--- config.mk ---
export PLATFORM = sky130hd
export DESIGN_NAME = hbd_top
export DESIGN_NICKNAME = d
export VERILOG_FILES = /design/src/hw/hbd_pkg.sv /design/src/hw/hbd_deb_if.sv /design/src/hw/hbd_debounce.sv /design/src/hw/hbd_top.sv
export VERILOG_INCLUDE_DIRS = /design/src /design/src/hw
export SDC_FILE = /design/constraint.sdc
export NUM_CORES = 1
export LEC_CHECK = 0
export BUFFER_PORTS_ARGS = -buffer_cell sky130_fd_sc_hd__buf_2
export CORE_MARGIN = 2
export CORE_UTILIZATION = 35
export CTS_CLUSTER_DIAMETER = 150
export DETAILED_ROUTE_END_ITERATION = 16
export PLACE_DENSITY = 0.57
export SETUP_SLACK_MARGIN = 0.4
export SYNTH_ARGS = -nofsm -noshare
export SYNTH_HDL_FRONTEND = slang
export SYNTH_SLANG_ARGS = --single-unit
--- constraint.sdc ---
create_clock -name clk_sys -period 4.1 [get_ports clk_sys]
set_input_delay 1.025 -clock clk_sys [delete_from_list [all_inputs] [get_ports clk_sys]]
set_output_delay 1.025 -clock clk_sys [all_outputs]
set_load 0.02 [all_outputs]
--- src/hw/hbd_map.svh ---
// register map, field positions, reset values and timing constants for headset detect
// Overview of operation
// - headset detection runs only while the enable bit is 1, which is cleared at reset.
// - the headset type reads 00 none, 01 headset without mic, 11 headset with mic; 10 never.
// - jack debounce codes 000 to 101 select 16 to 512 ms with a 2 ms to 64 ms sampling tick.
// - button debounce 00 is none, 01 is 8 ms on 1 ms, 10 is 16 ms on 2 ms, 11 is 32 ms on 4 ms.
// - the button flag sets on a debounced press, holds after release, clears on status read.
// - the read-only headset flag is 1 while a headset is detected and 0 otherwise.
// - the coupling bit selects capless outputs at 0, its reset value, and ac-coupled at 1.
// - configuration bit a at 1 selects the stereo fully differential output arrangement.
// - configuration bit b at 1 selects the stereo pseudodifferential output arrangement.
// - the three low status bits are reserved, read as 000 and take only zero writes.
`ifndef HBD_MAP_SVH
`define HBD_MAP_SVH

// ****************************************
// register offsets
// ****************************************
`define HBD_ADDR_CTRL     8'h0d
`define HBD_ADDR_STAT     8'h0e
`define HBD_RD_IDLE       8'h00

// ****************************************
// control register fields
// ****************************************
`define HBD_C_ENABLE      7
`define HBD_C_TYPE_HI     6
`define HBD_C_TYPE_LO     5
`define HBD_C_JDEB_HI     4
`define HBD_C_JDEB_LO     2
`define HBD_C_BDEB_HI     1
`define HBD_C_BDEB_LO     0

// ****************************************
// status and driver register fields
// ****************************************
`define HBD_S_COUPLE      7
`define HBD_S_FDIFF       6
`define HBD_S_BTN         5
`define HBD_S_HSET        4
`define HBD_S_PDIFF       3
`define HBD_S_RSV_HI      2
`define HBD_S_RSV_LO      0
`define HBD_S_RSV_VAL     3'h0

// ****************************************
// reset values
// ****************************************
`define HBD_RST_BIT       1'h0
`define HBD_RST_JDEB      3'h0
`define HBD_RST_BDEB      2'h0

// ****************************************
// debounce codes and channels
// ****************************************
`define HBD_JDEB_MAX      3'h5
`define HBD_JDEB_EXP_OFS  3'h1
`define HBD_BDEB_OFF      2'h0
`define HBD_TICK_LAST     3'h7
`define HBD_CH_JACK       0
`define HBD_CH_MIC        1
`define HBD_CH_BTN        2
`define HBD_CH_NUM        3

// ****************************************
// timing
// ****************************************
`define HBD_CLK_PERIOD_NS 5
`define HBD_MS_NS         1000000
`define HBD_MS_CYCLES     (`HBD_MS_NS / `HBD_CLK_PERIOD_NS)
`define HBD_DIV_W         18
`define HBD_MSCNT_W       6

`endif

--- src/hw/hbd_pkg.sv ---
// types shared by the headset detect block
package hbd_pkg;
   typedef enum logic [1:0] {
      HBD_TYPE_NONE  = 2'b00,
      HBD_TYPE_NOMIC = 2'b01,
      HBD_TYPE_MIC   = 2'b11
   } hbd_type_t;
   typedef logic [2:0] hbd_jdeb_t;
   typedef logic [1:0] hbd_bdeb_t;
   typedef logic [2:0] hbd_exp_t;
endpackage

--- src/hw/hbd_deb_if.sv ---
// carrier between the detect control and one debounce channel
`timescale 1ns/1ps
`default_nettype none
interface hbd_deb_if;
   logic ce;
   logic tick;
   logic bypass;
   logic clear;
   logic raw;
   logic stable;
   modport ctl (output ce, output tick, output bypass, output clear, output raw, input stable);
   modport deb (input ce, input tick, input bypass, input clear, input raw, output stable);
endinterface
`default_nettype wire

--- src/hw/hbd_debounce.sv ---
// one debounce channel: accepts a change after eight stable ticks
`timescale 1ns/1ps
`default_nettype none
`include "hbd_map.svh"
module hbd_debounce
   import hbd_pkg::*;
(
   // clock and reset
   input  wire logic clk_sys,
   input  wire logic reset,
   // channel carrier
   hbd_deb_if.deb    d
);
   logic       stable_r;
   logic [2:0] cnt_r;

   always_ff @(posedge clk_sys) begin
      if (reset) begin
         stable_r <= `HBD_RST_BIT;
         cnt_r    <= 3'h0;
      end else if (d.ce) begin
         if (d.clear) begin
            stable_r <= `HBD_RST_BIT;
            cnt_r    <= 3'h0;
         end else if (d.bypass) begin
            stable_r <= d.raw;
            cnt_r    <= 3'h0;
         end else if (d.raw == stable_r) begin
            cnt_r <= 3'h0;
         end else if (d.tick) begin
            if (cnt_r == `HBD_TICK_LAST) begin
               stable_r <= d.raw;
               cnt_r    <= 3'h0;
            end else begin
               cnt_r <= cnt_r + 3'h1;
            end
         end
      end
   end

   assign d.stable = stable_r;
endmodule
`default_nettype wire

--- src/hw/hbd_top.sv ---
// headset and button press detection with driver configuration registers
`timescale 1ns/1ps
`default_nettype none
`include "hbd_map.svh"
module hbd_top
   import hbd_pkg::*;
#(
   parameter int MS_CYCLES = `HBD_MS_CYCLES
)(
   // clock, reset, enable
   input  wire logic       clk_sys,
   input  wire logic       reset,
   input  wire logic       ce,
   // register port
   input  wire logic [7:0] addr,
   input  wire logic [7:0] wr_data,
   input  wire logic       wr_strobe,
   input  wire logic       rd_strobe,
   output logic      [7:0] rd_data,
   // analog comparators
   input  wire logic       jack_sense,
   input  wire logic       mic_sense,
   input  wire logic       button_sense,
   // configuration and status outputs
   output logic            detect_enable,
   output logic            drv_ac_coupled,
   output logic            drv_fully_diff,
   output logic            drv_pseudo_diff,
   output logic      [1:0] headset_type,
   output logic            button_flag
);

   // ****************************************
   // registers
   // ****************************************
   logic                   en_r;
   hbd_jdeb_t              jdeb_r;
   hbd_bdeb_t              bdeb_r;
   logic                   couple_r;
   logic                   fdiff_r;
   logic                   pdiff_r;
   hbd_type_t              type_r;
   logic                   btn_flag_r;
   logic                   btn_prev_r;
   logic [7:0]             rd_data_r;
   logic [`HBD_DIV_W-1:0]  div_r;
   logic [`HBD_MSCNT_W-1:0] ms_cnt_r;
   logic                   ms_tick_r;

   // ****************************************
   // decode helpers
   // ****************************************
   logic                   wr_ctrl;
   logic                   wr_stat;
   logic                   rd_stat;
   logic                   jtick;
   logic                   btick;
   logic                   btn_set;
   logic [`HBD_CH_NUM-1:0] raw_vec;
   logic [`HBD_CH_NUM-1:0] tick_vec;
   logic [`HBD_CH_NUM-1:0] byp_vec;
   logic [`HBD_CH_NUM-1:0] stable_vec;
   logic [7:0]             ctrl_view;
   logic [7:0]             stat_view;
   hbd_type_t              type_nxt;

   function automatic logic hit(input logic [7:0] a, input logic [7:0] ofs);
      hit = (a == ofs);
   endfunction

   // tick of 2**e ms, aligned on the free running millisecond counter
   function automatic logic tick_of(input logic t, input logic [`HBD_MSCNT_W-1:0] c,
                                    input hbd_exp_t e);
      logic [`HBD_MSCNT_W-1:0] mask;
      mask    = '0;
      mask    = ~({`HBD_MSCNT_W{1'b1}} << e);
      tick_of = t && ((c & mask) == mask);
   endfunction

   assign wr_ctrl = ce && wr_strobe && hit(addr, `HBD_ADDR_CTRL);
   assign wr_stat = ce && wr_strobe && hit(addr, `HBD_ADDR_STAT);
   assign rd_stat = ce && rd_strobe && hit(addr, `HBD_ADDR_STAT);

   // ****************************************
   // millisecond time base
   // ****************************************
   always_ff @(posedge clk_sys) begin
      if (reset) begin
         div_r     <= '0;
         ms_cnt_r  <= '0;
         ms_tick_r <= 1'b0;
      end else if (ce) begin
         if (div_r == `HBD_DIV_W'(MS_CYCLES - 1)) begin
            div_r     <= '0;
            ms_cnt_r  <= ms_cnt_r + `HBD_MSCNT_W'(1);
            ms_tick_r <= 1'b1;
         end else begin
            div_r     <= div_r + `HBD_DIV_W'(1);
            ms_tick_r <= 1'b0;
         end
      end
   end

   // jack tick doubles from 2 ms, reserved codes clamp to the longest
   assign jtick = tick_of(ms_tick_r, ms_cnt_r,
                          (jdeb_r > `HBD_JDEB_MAX ? `HBD_JDEB_MAX : jdeb_r)
                          + `HBD_JDEB_EXP_OFS);
   // button tick is 1, 2 or 4 ms, code zero bypasses
   assign btick = tick_of(ms_tick_r, ms_cnt_r,
                          hbd_exp_t'(bdeb_r) - hbd_exp_t'(1));

   // ****************************************
   // debounce channels
   // ****************************************
   assign raw_vec[`HBD_CH_JACK]  = jack_sense;
   assign raw_vec[`HBD_CH_MIC]   = mic_sense;
   assign raw_vec[`HBD_CH_BTN]   = button_sense;
   assign tick_vec[`HBD_CH_JACK] = jtick;
   assign tick_vec[`HBD_CH_MIC]  = jtick;
   assign tick_vec[`HBD_CH_BTN]  = btick;
   assign byp_vec[`HBD_CH_JACK]  = 1'b0;
   assign byp_vec[`HBD_CH_MIC]   = 1'b0;
   assign byp_vec[`HBD_CH_BTN]   = (bdeb_r == `HBD_BDEB_OFF);

   for (genvar g = 0; g < `HBD_CH_NUM; g++) begin : g_ch
      hbd_deb_if u_if ();
      assign u_if.ce     = ce;
      assign u_if.tick   = tick_vec[g];
      assign u_if.bypass = byp_vec[g];
      assign u_if.clear  = !en_r;
      assign u_if.raw    = raw_vec[g];
      assign stable_vec[g] = u_if.stable;
      hbd_debounce u_deb (
         .clk_sys (clk_sys),
         .reset   (reset),
         .d       (u_if.deb)
      );
   end

   // ****************************************
   // control register
   // ****************************************
   always_ff @(posedge clk_sys) begin
      if (reset) begin
         en_r   <= `HBD_RST_BIT;
         jdeb_r <= `HBD_RST_JDEB;
         bdeb_r <= `HBD_RST_BDEB;
      end else if (wr_ctrl) begin
         en_r   <= wr_data[`HBD_C_ENABLE];
         jdeb_r <= wr_data[`HBD_C_JDEB_HI:`HBD_C_JDEB_LO];
         bdeb_r <= wr_data[`HBD_C_BDEB_HI:`HBD_C_BDEB_LO];
      end
   end

   // ****************************************
   // driver configuration register
   // ****************************************
   always_ff @(posedge clk_sys) begin
      if (reset) begin
         couple_r <= `HBD_RST_BIT;
         fdiff_r  <= `HBD_RST_BIT;
         pdiff_r  <= `HBD_RST_BIT;
      end else if (wr_stat) begin
         couple_r <= wr_data[`HBD_S_COUPLE];
         fdiff_r  <= wr_data[`HBD_S_FDIFF];
         pdiff_r  <= wr_data[`HBD_S_PDIFF];
      end
   end

   // ****************************************
   // headset type
   // ****************************************
   always_comb begin
      type_nxt = HBD_TYPE_NONE;
      if (en_r && stable_vec[`HBD_CH_JACK]) begin
         type_nxt = stable_vec[`HBD_CH_MIC] ? HBD_TYPE_MIC : HBD_TYPE_NOMIC;
      end
   end

   always_ff @(posedge clk_sys) begin
      if (reset) begin
         type_r <= HBD_TYPE_NONE;
      end else if (ce) begin
         type_r <= type_nxt;
      end
   end

   // ****************************************
   // button press flag
   // ****************************************
   assign btn_set = ce && en_r && stable_vec[`HBD_CH_BTN] && !btn_prev_r;

   always_ff @(posedge clk_sys) begin
      if (reset) begin
         btn_prev_r <= `HBD_RST_BIT;
      end else if (ce) begin
         btn_prev_r <= stable_vec[`HBD_CH_BTN];
      end
   end

   always_ff @(posedge clk_sys) begin
      if (reset) begin
         btn_flag_r <= `HBD_RST_BIT;
      end else if (btn_set) begin
         btn_flag_r <= 1'b1;
      end else if (rd_stat) begin
         btn_flag_r <= 1'b0;
      end
   end

   // ****************************************
   // read port
   // ****************************************
   always_comb begin
      ctrl_view = '0;
      ctrl_view[`HBD_C_ENABLE] = en_r;
      ctrl_view[`HBD_C_TYPE_HI:`HBD_C_TYPE_LO] = type_r;
      ctrl_view[`HBD_C_JDEB_HI:`HBD_C_JDEB_LO] = jdeb_r;
      ctrl_view[`HBD_C_BDEB_HI:`HBD_C_BDEB_LO] = bdeb_r;
      stat_view = '0;
      stat_view[`HBD_S_COUPLE] = couple_r;
      stat_view[`HBD_S_FDIFF]  = fdiff_r;
      stat_view[`HBD_S_BTN]    = btn_flag_r;
      stat_view[`HBD_S_HSET]   = (type_r != HBD_TYPE_NONE);
      stat_view[`HBD_S_PDIFF]  = pdiff_r;
      stat_view[`HBD_S_RSV_HI:`HBD_S_RSV_LO] = `HBD_S_RSV_VAL;
   end

   always_ff @(posedge clk_sys) begin
      if (reset) begin
         rd_data_r <= `HBD_RD_IDLE;
      end else if (ce) begin
         if (rd_strobe && hit(addr, `HBD_ADDR_CTRL)) begin
            rd_data_r <= ctrl_view;
         end else if (rd_strobe && hit(addr, `HBD_ADDR_STAT)) begin
            rd_data_r <= stat_view;
         end else begin
            rd_data_r <= `HBD_RD_IDLE;
         end
      end
   end

   // ****************************************
   // outputs
   // ****************************************
   assign rd_data         = rd_data_r;
   assign detect_enable   = en_r;
   assign drv_ac_coupled  = couple_r;
   assign drv_fully_diff  = fdiff_r;
   assign drv_pseudo_diff = pdiff_r;
   assign headset_type    = type_r;
   assign button_flag     = btn_flag_r;

   // ****************************************
   // checks
   // ****************************************
   chk_disable_idle: assert property (@(posedge clk_sys) disable iff (reset)
      (ce && !en_r) |=> (type_r == HBD_TYPE_NONE))
      else $error("type not none while detection disabled");

   chk_type_legal: assert property (@(posedge clk_sys) disable iff (reset)
      type_r != 2'b10)
      else $error("illegal headset type");

   chk_type_follow: assert property (@(posedge clk_sys) disable iff (reset)
      (ce && en_r && stable_vec[`HBD_CH_JACK]) |=>
      (type_r[0] && type_r[1] == $past(stable_vec[`HBD_CH_MIC])))
      else $error("headset type does not follow debounced inputs");

   chk_jack_on_tick: assert property (@(posedge clk_sys) disable iff (reset)
      ($changed(stable_vec[`HBD_CH_JACK]) && $past(en_r) && $past(ce))
      |-> $past(jtick) && $past(jack_sense) == stable_vec[`HBD_CH_JACK])
      else $error("jack change accepted off tick");

   chk_button_bypass: assert property (@(posedge clk_sys) disable iff (reset)
      (ce && en_r && bdeb_r == `HBD_BDEB_OFF) |=> stable_vec[`HBD_CH_BTN] == $past(button_sense))
      else $error("button not passed through with debounce off");

   chk_btn_sticky: assert property (@(posedge clk_sys) disable iff (reset)
      (btn_flag_r && !rd_stat) |=> btn_flag_r)
      else $error("button flag dropped without read");

   chk_btn_clear: assert property (@(posedge clk_sys) disable iff (reset)
      (rd_stat && !btn_set) |=> !btn_flag_r ##0 rd_data_r[`HBD_S_BTN] == $past(btn_flag_r))
      else $error("button flag not cleared by read");

   chk_hset_flag: assert property (@(posedge clk_sys) disable iff (reset)
      rd_stat |=> rd_data_r[`HBD_S_HSET] == ($past(type_r) != HBD_TYPE_NONE))
      else $error("headset flag mismatch");

   chk_cfg_write: assert property (@(posedge clk_sys) disable iff (reset)
      wr_stat |=> {couple_r, fdiff_r, pdiff_r} ==
      {$past(wr_data[`HBD_S_COUPLE]), $past(wr_data[`HBD_S_FDIFF]), $past(wr_data[`HBD_S_PDIFF])})
      else $error("driver configuration not written");

   chk_reserved_zero: assert property (@(posedge clk_sys) disable iff (reset)
      rd_stat |=> rd_data_r[`HBD_S_RSV_HI:`HBD_S_RSV_LO] == `HBD_S_RSV_VAL)
      else $error("reserved status bits not zero");

   chk_ro_type: assert property (@(posedge clk_sys) disable iff (reset)
      (wr_ctrl && $stable(stable_vec) && $stable(en_r)) |=> $stable(type_r))
      else $error("type field changed by write");

   chk_disable_clear: assert property (@(posedge clk_sys) disable iff (reset)
      (ce && !en_r) |=> (stable_vec == '0))
      else $error("debounce state kept while detection disabled");

   chk_no_press_off: assert property (@(posedge clk_sys) disable iff (reset)
      (ce && !en_r && !btn_flag_r) |=> !btn_flag_r)
      else $error("button flag set while detection disabled");

   chk_btn_set: assert property (@(posedge clk_sys) disable iff (reset)
      (ce && en_r && stable_vec[`HBD_CH_BTN] && !btn_prev_r) |=> btn_flag_r)
      else $error("button flag not set on press");

   chk_ctrl_write: assert property (@(posedge clk_sys) disable iff (reset)
      wr_ctrl |=> (en_r == $past(wr_data[`HBD_C_ENABLE])) &&
      (jdeb_r == $past(wr_data[`HBD_C_JDEB_HI:`HBD_C_JDEB_LO])) &&
      (bdeb_r == $past(wr_data[`HBD_C_BDEB_HI:`HBD_C_BDEB_LO])))
      else $error("control register not written");

   chk_ctrl_view: assert property (@(posedge clk_sys) disable iff (reset)
      (ce && rd_strobe && hit(addr, `HBD_ADDR_CTRL)) |=>
      (rd_data_r[`HBD_C_TYPE_HI:`HBD_C_TYPE_LO] == $past(type_r)))
      else $error("type field not shown on control read");

   chk_jack_hold: assert property (@(posedge clk_sys) disable iff (reset)
      (ce && en_r && !jtick) |=> $stable(stable_vec[`HBD_CH_JACK]))
      else $error("jack state changed without a sampling tick");

   chk_mic_hold: assert property (@(posedge clk_sys) disable iff (reset)
      (ce && en_r && !jtick) |=> $stable(stable_vec[`HBD_CH_MIC]))
      else $error("mic state changed without a sampling tick");

   chk_btn_hold: assert property (@(posedge clk_sys) disable iff (reset)
      (ce && en_r && bdeb_r != `HBD_BDEB_OFF && !btick) |=> $stable(stable_vec[`HBD_CH_BTN]))
      else $error("button state changed without a sampling tick");

   chk_stat_ro: assert property (@(posedge clk_sys) disable iff (reset)
      (wr_stat && !btn_set && !rd_stat) |=> $stable(btn_flag_r))
      else $error("button flag changed by write");

   chk_jtick_align: assert property (@(posedge clk_sys) disable iff (reset)
      jtick |-> (ms_tick_r && ms_cnt_r[0]))
      else $error("jack tick shorter than two milliseconds");

endmodule
`default_nettype wire

==> results.cfg <==
[status]
status = completed

[worst_setup_path]
r2r_cells = 8
critPathMaxStageDelay_ps = 820
slowest_stage = o21ai_1
worst_ep_arrival_time_ps = 2890
endpoint_kind = register
path_max_fanout = 17
setup.worst_path.start_class = input port
crit_path_cell_trace = buf_2, nand3_2, or2_4, o21ai_1, nor2_1
crit_type = input port to register
worst_ep_required_time_ps = 4280

[synth]
synth_cell_type_count = 53
synth_flop_cell = dfxtp_1
synth_edf_count = 0
synth_nets = 364
yosysTopAreaCell = dfxtp_1
ys_seq_elements = 58
ys_seq_area_frac = 0.4003
synth_most_common_cell = dfxtp_1
synth.top_cells.by_count = dfxtp_1, nor2_1, nand2_1, a21oi_1
async_flop_share = 0
ys_warn_count = 0
synthTopCellsByArea = dfxtp_1, mux2i_1, ha_1, nor2_1, a21oi_1
synth_top_area_share = 0.4003
syn_area_sq_um = 2900
synthCells = 326
syn_area_per_cell_sq_um = 8.897

[hold_path]
hold_depth = 2
min_path_type = register to register

[die]
rows = 33
chipWidth_um = 95.03
die_y_um = 95.03
dieArea_sq_um = 9031
io_pins = 39
design.core.area_sq_um = 8134
initial_core_util = 0.3566

[cts]
clock-root-buffer = clkbuf_8
clk_latency_ps = 340
cts_max_path_buffers = 2
htreeDepth = 3
hold_buffers = 0
cts_tree = built
ctsResizeCount = 0
clkSinkCount = 58
clk_pin_slew_ps = 60
cts_buffers = 9
cts_setup_buffers = 0

[power]
pwr_density_cell_nw_per_um2 = 324.6
p_leak_nw = 1.324
total_power_mw = 1.079
ir_drop_mv = 0.1394

[final_layout]
n_fill_cell = 827
drive_gt1_frac = 0.1736
fin_nets = 397
synthToLayoutAreaGrowth_pct = 14.62
finalNonFillerCells = 468
post-route-cell-area_sq_um = 3324
diodes = 0

[global_routing]
grt_pass1_wl_um = 10850
grt_overflow = 0
grt_use_total = 0.1543
grt_max_degree = 42
grt_pass1_vias = 2334
antenna_found_initial = 0

[timing]
slew_violations = 0
finalCritPeriodShare = 0.6597
tns_ps = 0
period_needed_ps = 2705
max_freq_ghz = 0.3697
hold-worst-slack_ps = 465.0
worst_pin_slew_ps = 1027
relSlewSlack = 0.3107
setup_viol = 0
clock_skew_ps = 7.607
rsz0062_at_grt = no
hold_viol = 0

[placed_design]
placed_cells_incl_taps = 453
dpl.hpwl_um = 4454
gp_congestion = 0.7837
placed_cell_area_sq_um = 3154
port-buffer-count = 37

[detailed_routing]
vias = 2460
drt_first_pass_iters = 4
top_layer = met4
drt_iter0_drc = 115
postRouteAntennaNets = 0
met1_length_um = 3262
vias_per_cell = 5.256
met3_length_um = 297
met2WireLength_um = 2844
wl_per_cell_um = 13.86
drc = 0
wirelength_um = 6487

[job]
cap_violations = 0
## layer usage
metal	up-vias	GRT usage
li1	1250	-
met4	0	0.06280
met3	7	0.04822
met2	49	0.2512
met1	1154	0.1893
met5	-	0
## per-stage QoR
step                  util  setup slack, ps
floorplan                -             1741
global placement    0.3878             1080
detailed placement  0.3878             1059
CTS                 0.4087             1399
global route        0.4087             1259
finish              0.4087             1395
## state kept, by name (all words and copies together) (netlist names)
signal               flops
btn_prev_r               1
g_ch.u_deb.d.stable      3
drv_fully_diff           1
headset_type             2
jdeb_r                   3
drv_ac_coupled           1
ms_tick_r                1
div_r                   18
rd_data                  8
ms_cnt_r                 6
g_ch.u_deb.cnt_r         9
button_flag              1
drv_pseudo_diff          1
bdeb_r                   2
detect_enable            1
## logic make-up (layout without fill, tap and decap cells)
| kind of cell | count (synthesis) | count (layout) | synth area share |
|---|---|---|---|
| and+or+nand+nor | 133 | 133 | 0.2528 |
| AOI/OAI and AO/OA | 58 | 58 | 0.1324 |
| DFF | 58 | 58 | 0.4003 |
| buffers and inverters | 28 | 65 | 0.03969 |
| muxes | 19 | 19 | 0.06600 |
| xor gates and xnor gates | 16 | 16 | 0.04832 |
| adders and majority gates | 14 | 14 | 0.06040 |
## critical path, delay by kind of cell
kind                   cells  cell delay, ps
AOI/OAI and AO/OA          1             820
and+or+nand+nor            3             700
buffers and inverters      1             330
## placed cells by master, fill, tap and decap left out, types with 3 or more instances in the layout
cell	n
a21oi_1	20
a22o_1	6
a22oi_1	5
a32o_1	3
and3_1	3
buf_2	37
clkbuf_8	11
clkinv_2	3
dfxtp_1	58
ha_1	14
inv_1	11
mux2i_1	18
nand2_1	24
nand3_1	18
nand4_1	12
nor2_1	34
nor2b_1	4
nor3_1	4
nor4_1	7
o21ai_0	10
o31ai_1	4
or3_1	3
or4_1	6
xnor2_1	10
xor2_1	6
## report_power, final
group          internal (mW)  switching (mW)  total [mW]
combinational         0.0135          0.0297      0.0432
clock                  0.246           0.223       0.469
sequential             0.565         0.00225       0.567
## worst paths after layout
path         startpoint                     end  slack [ps]
max                  ce               div_r[14]        1400
min          rd_data[2]              rd_data[2]         460
min reg2reg  rd_data[2]              rd_data[2]         460
max reg2reg   jdeb_r[2]  g_ch[1].u_deb.cnt_r[1]        1530
## cell type report
cell class	count	area [sq um]	area share
Multi-Input combinational cell	240	1624	0.4885
Sequential cell	58	1161	0.3493
Timing Repair Buffer	38	192.7	0.05796
Clock buffer	12	155.1	0.04667
Tap cell	105	131.4	0.03952
Inverter	12	45.04	0.01355
Clock inverter	3	15.01	0.004516
Power figures use the tool's default switching activity.
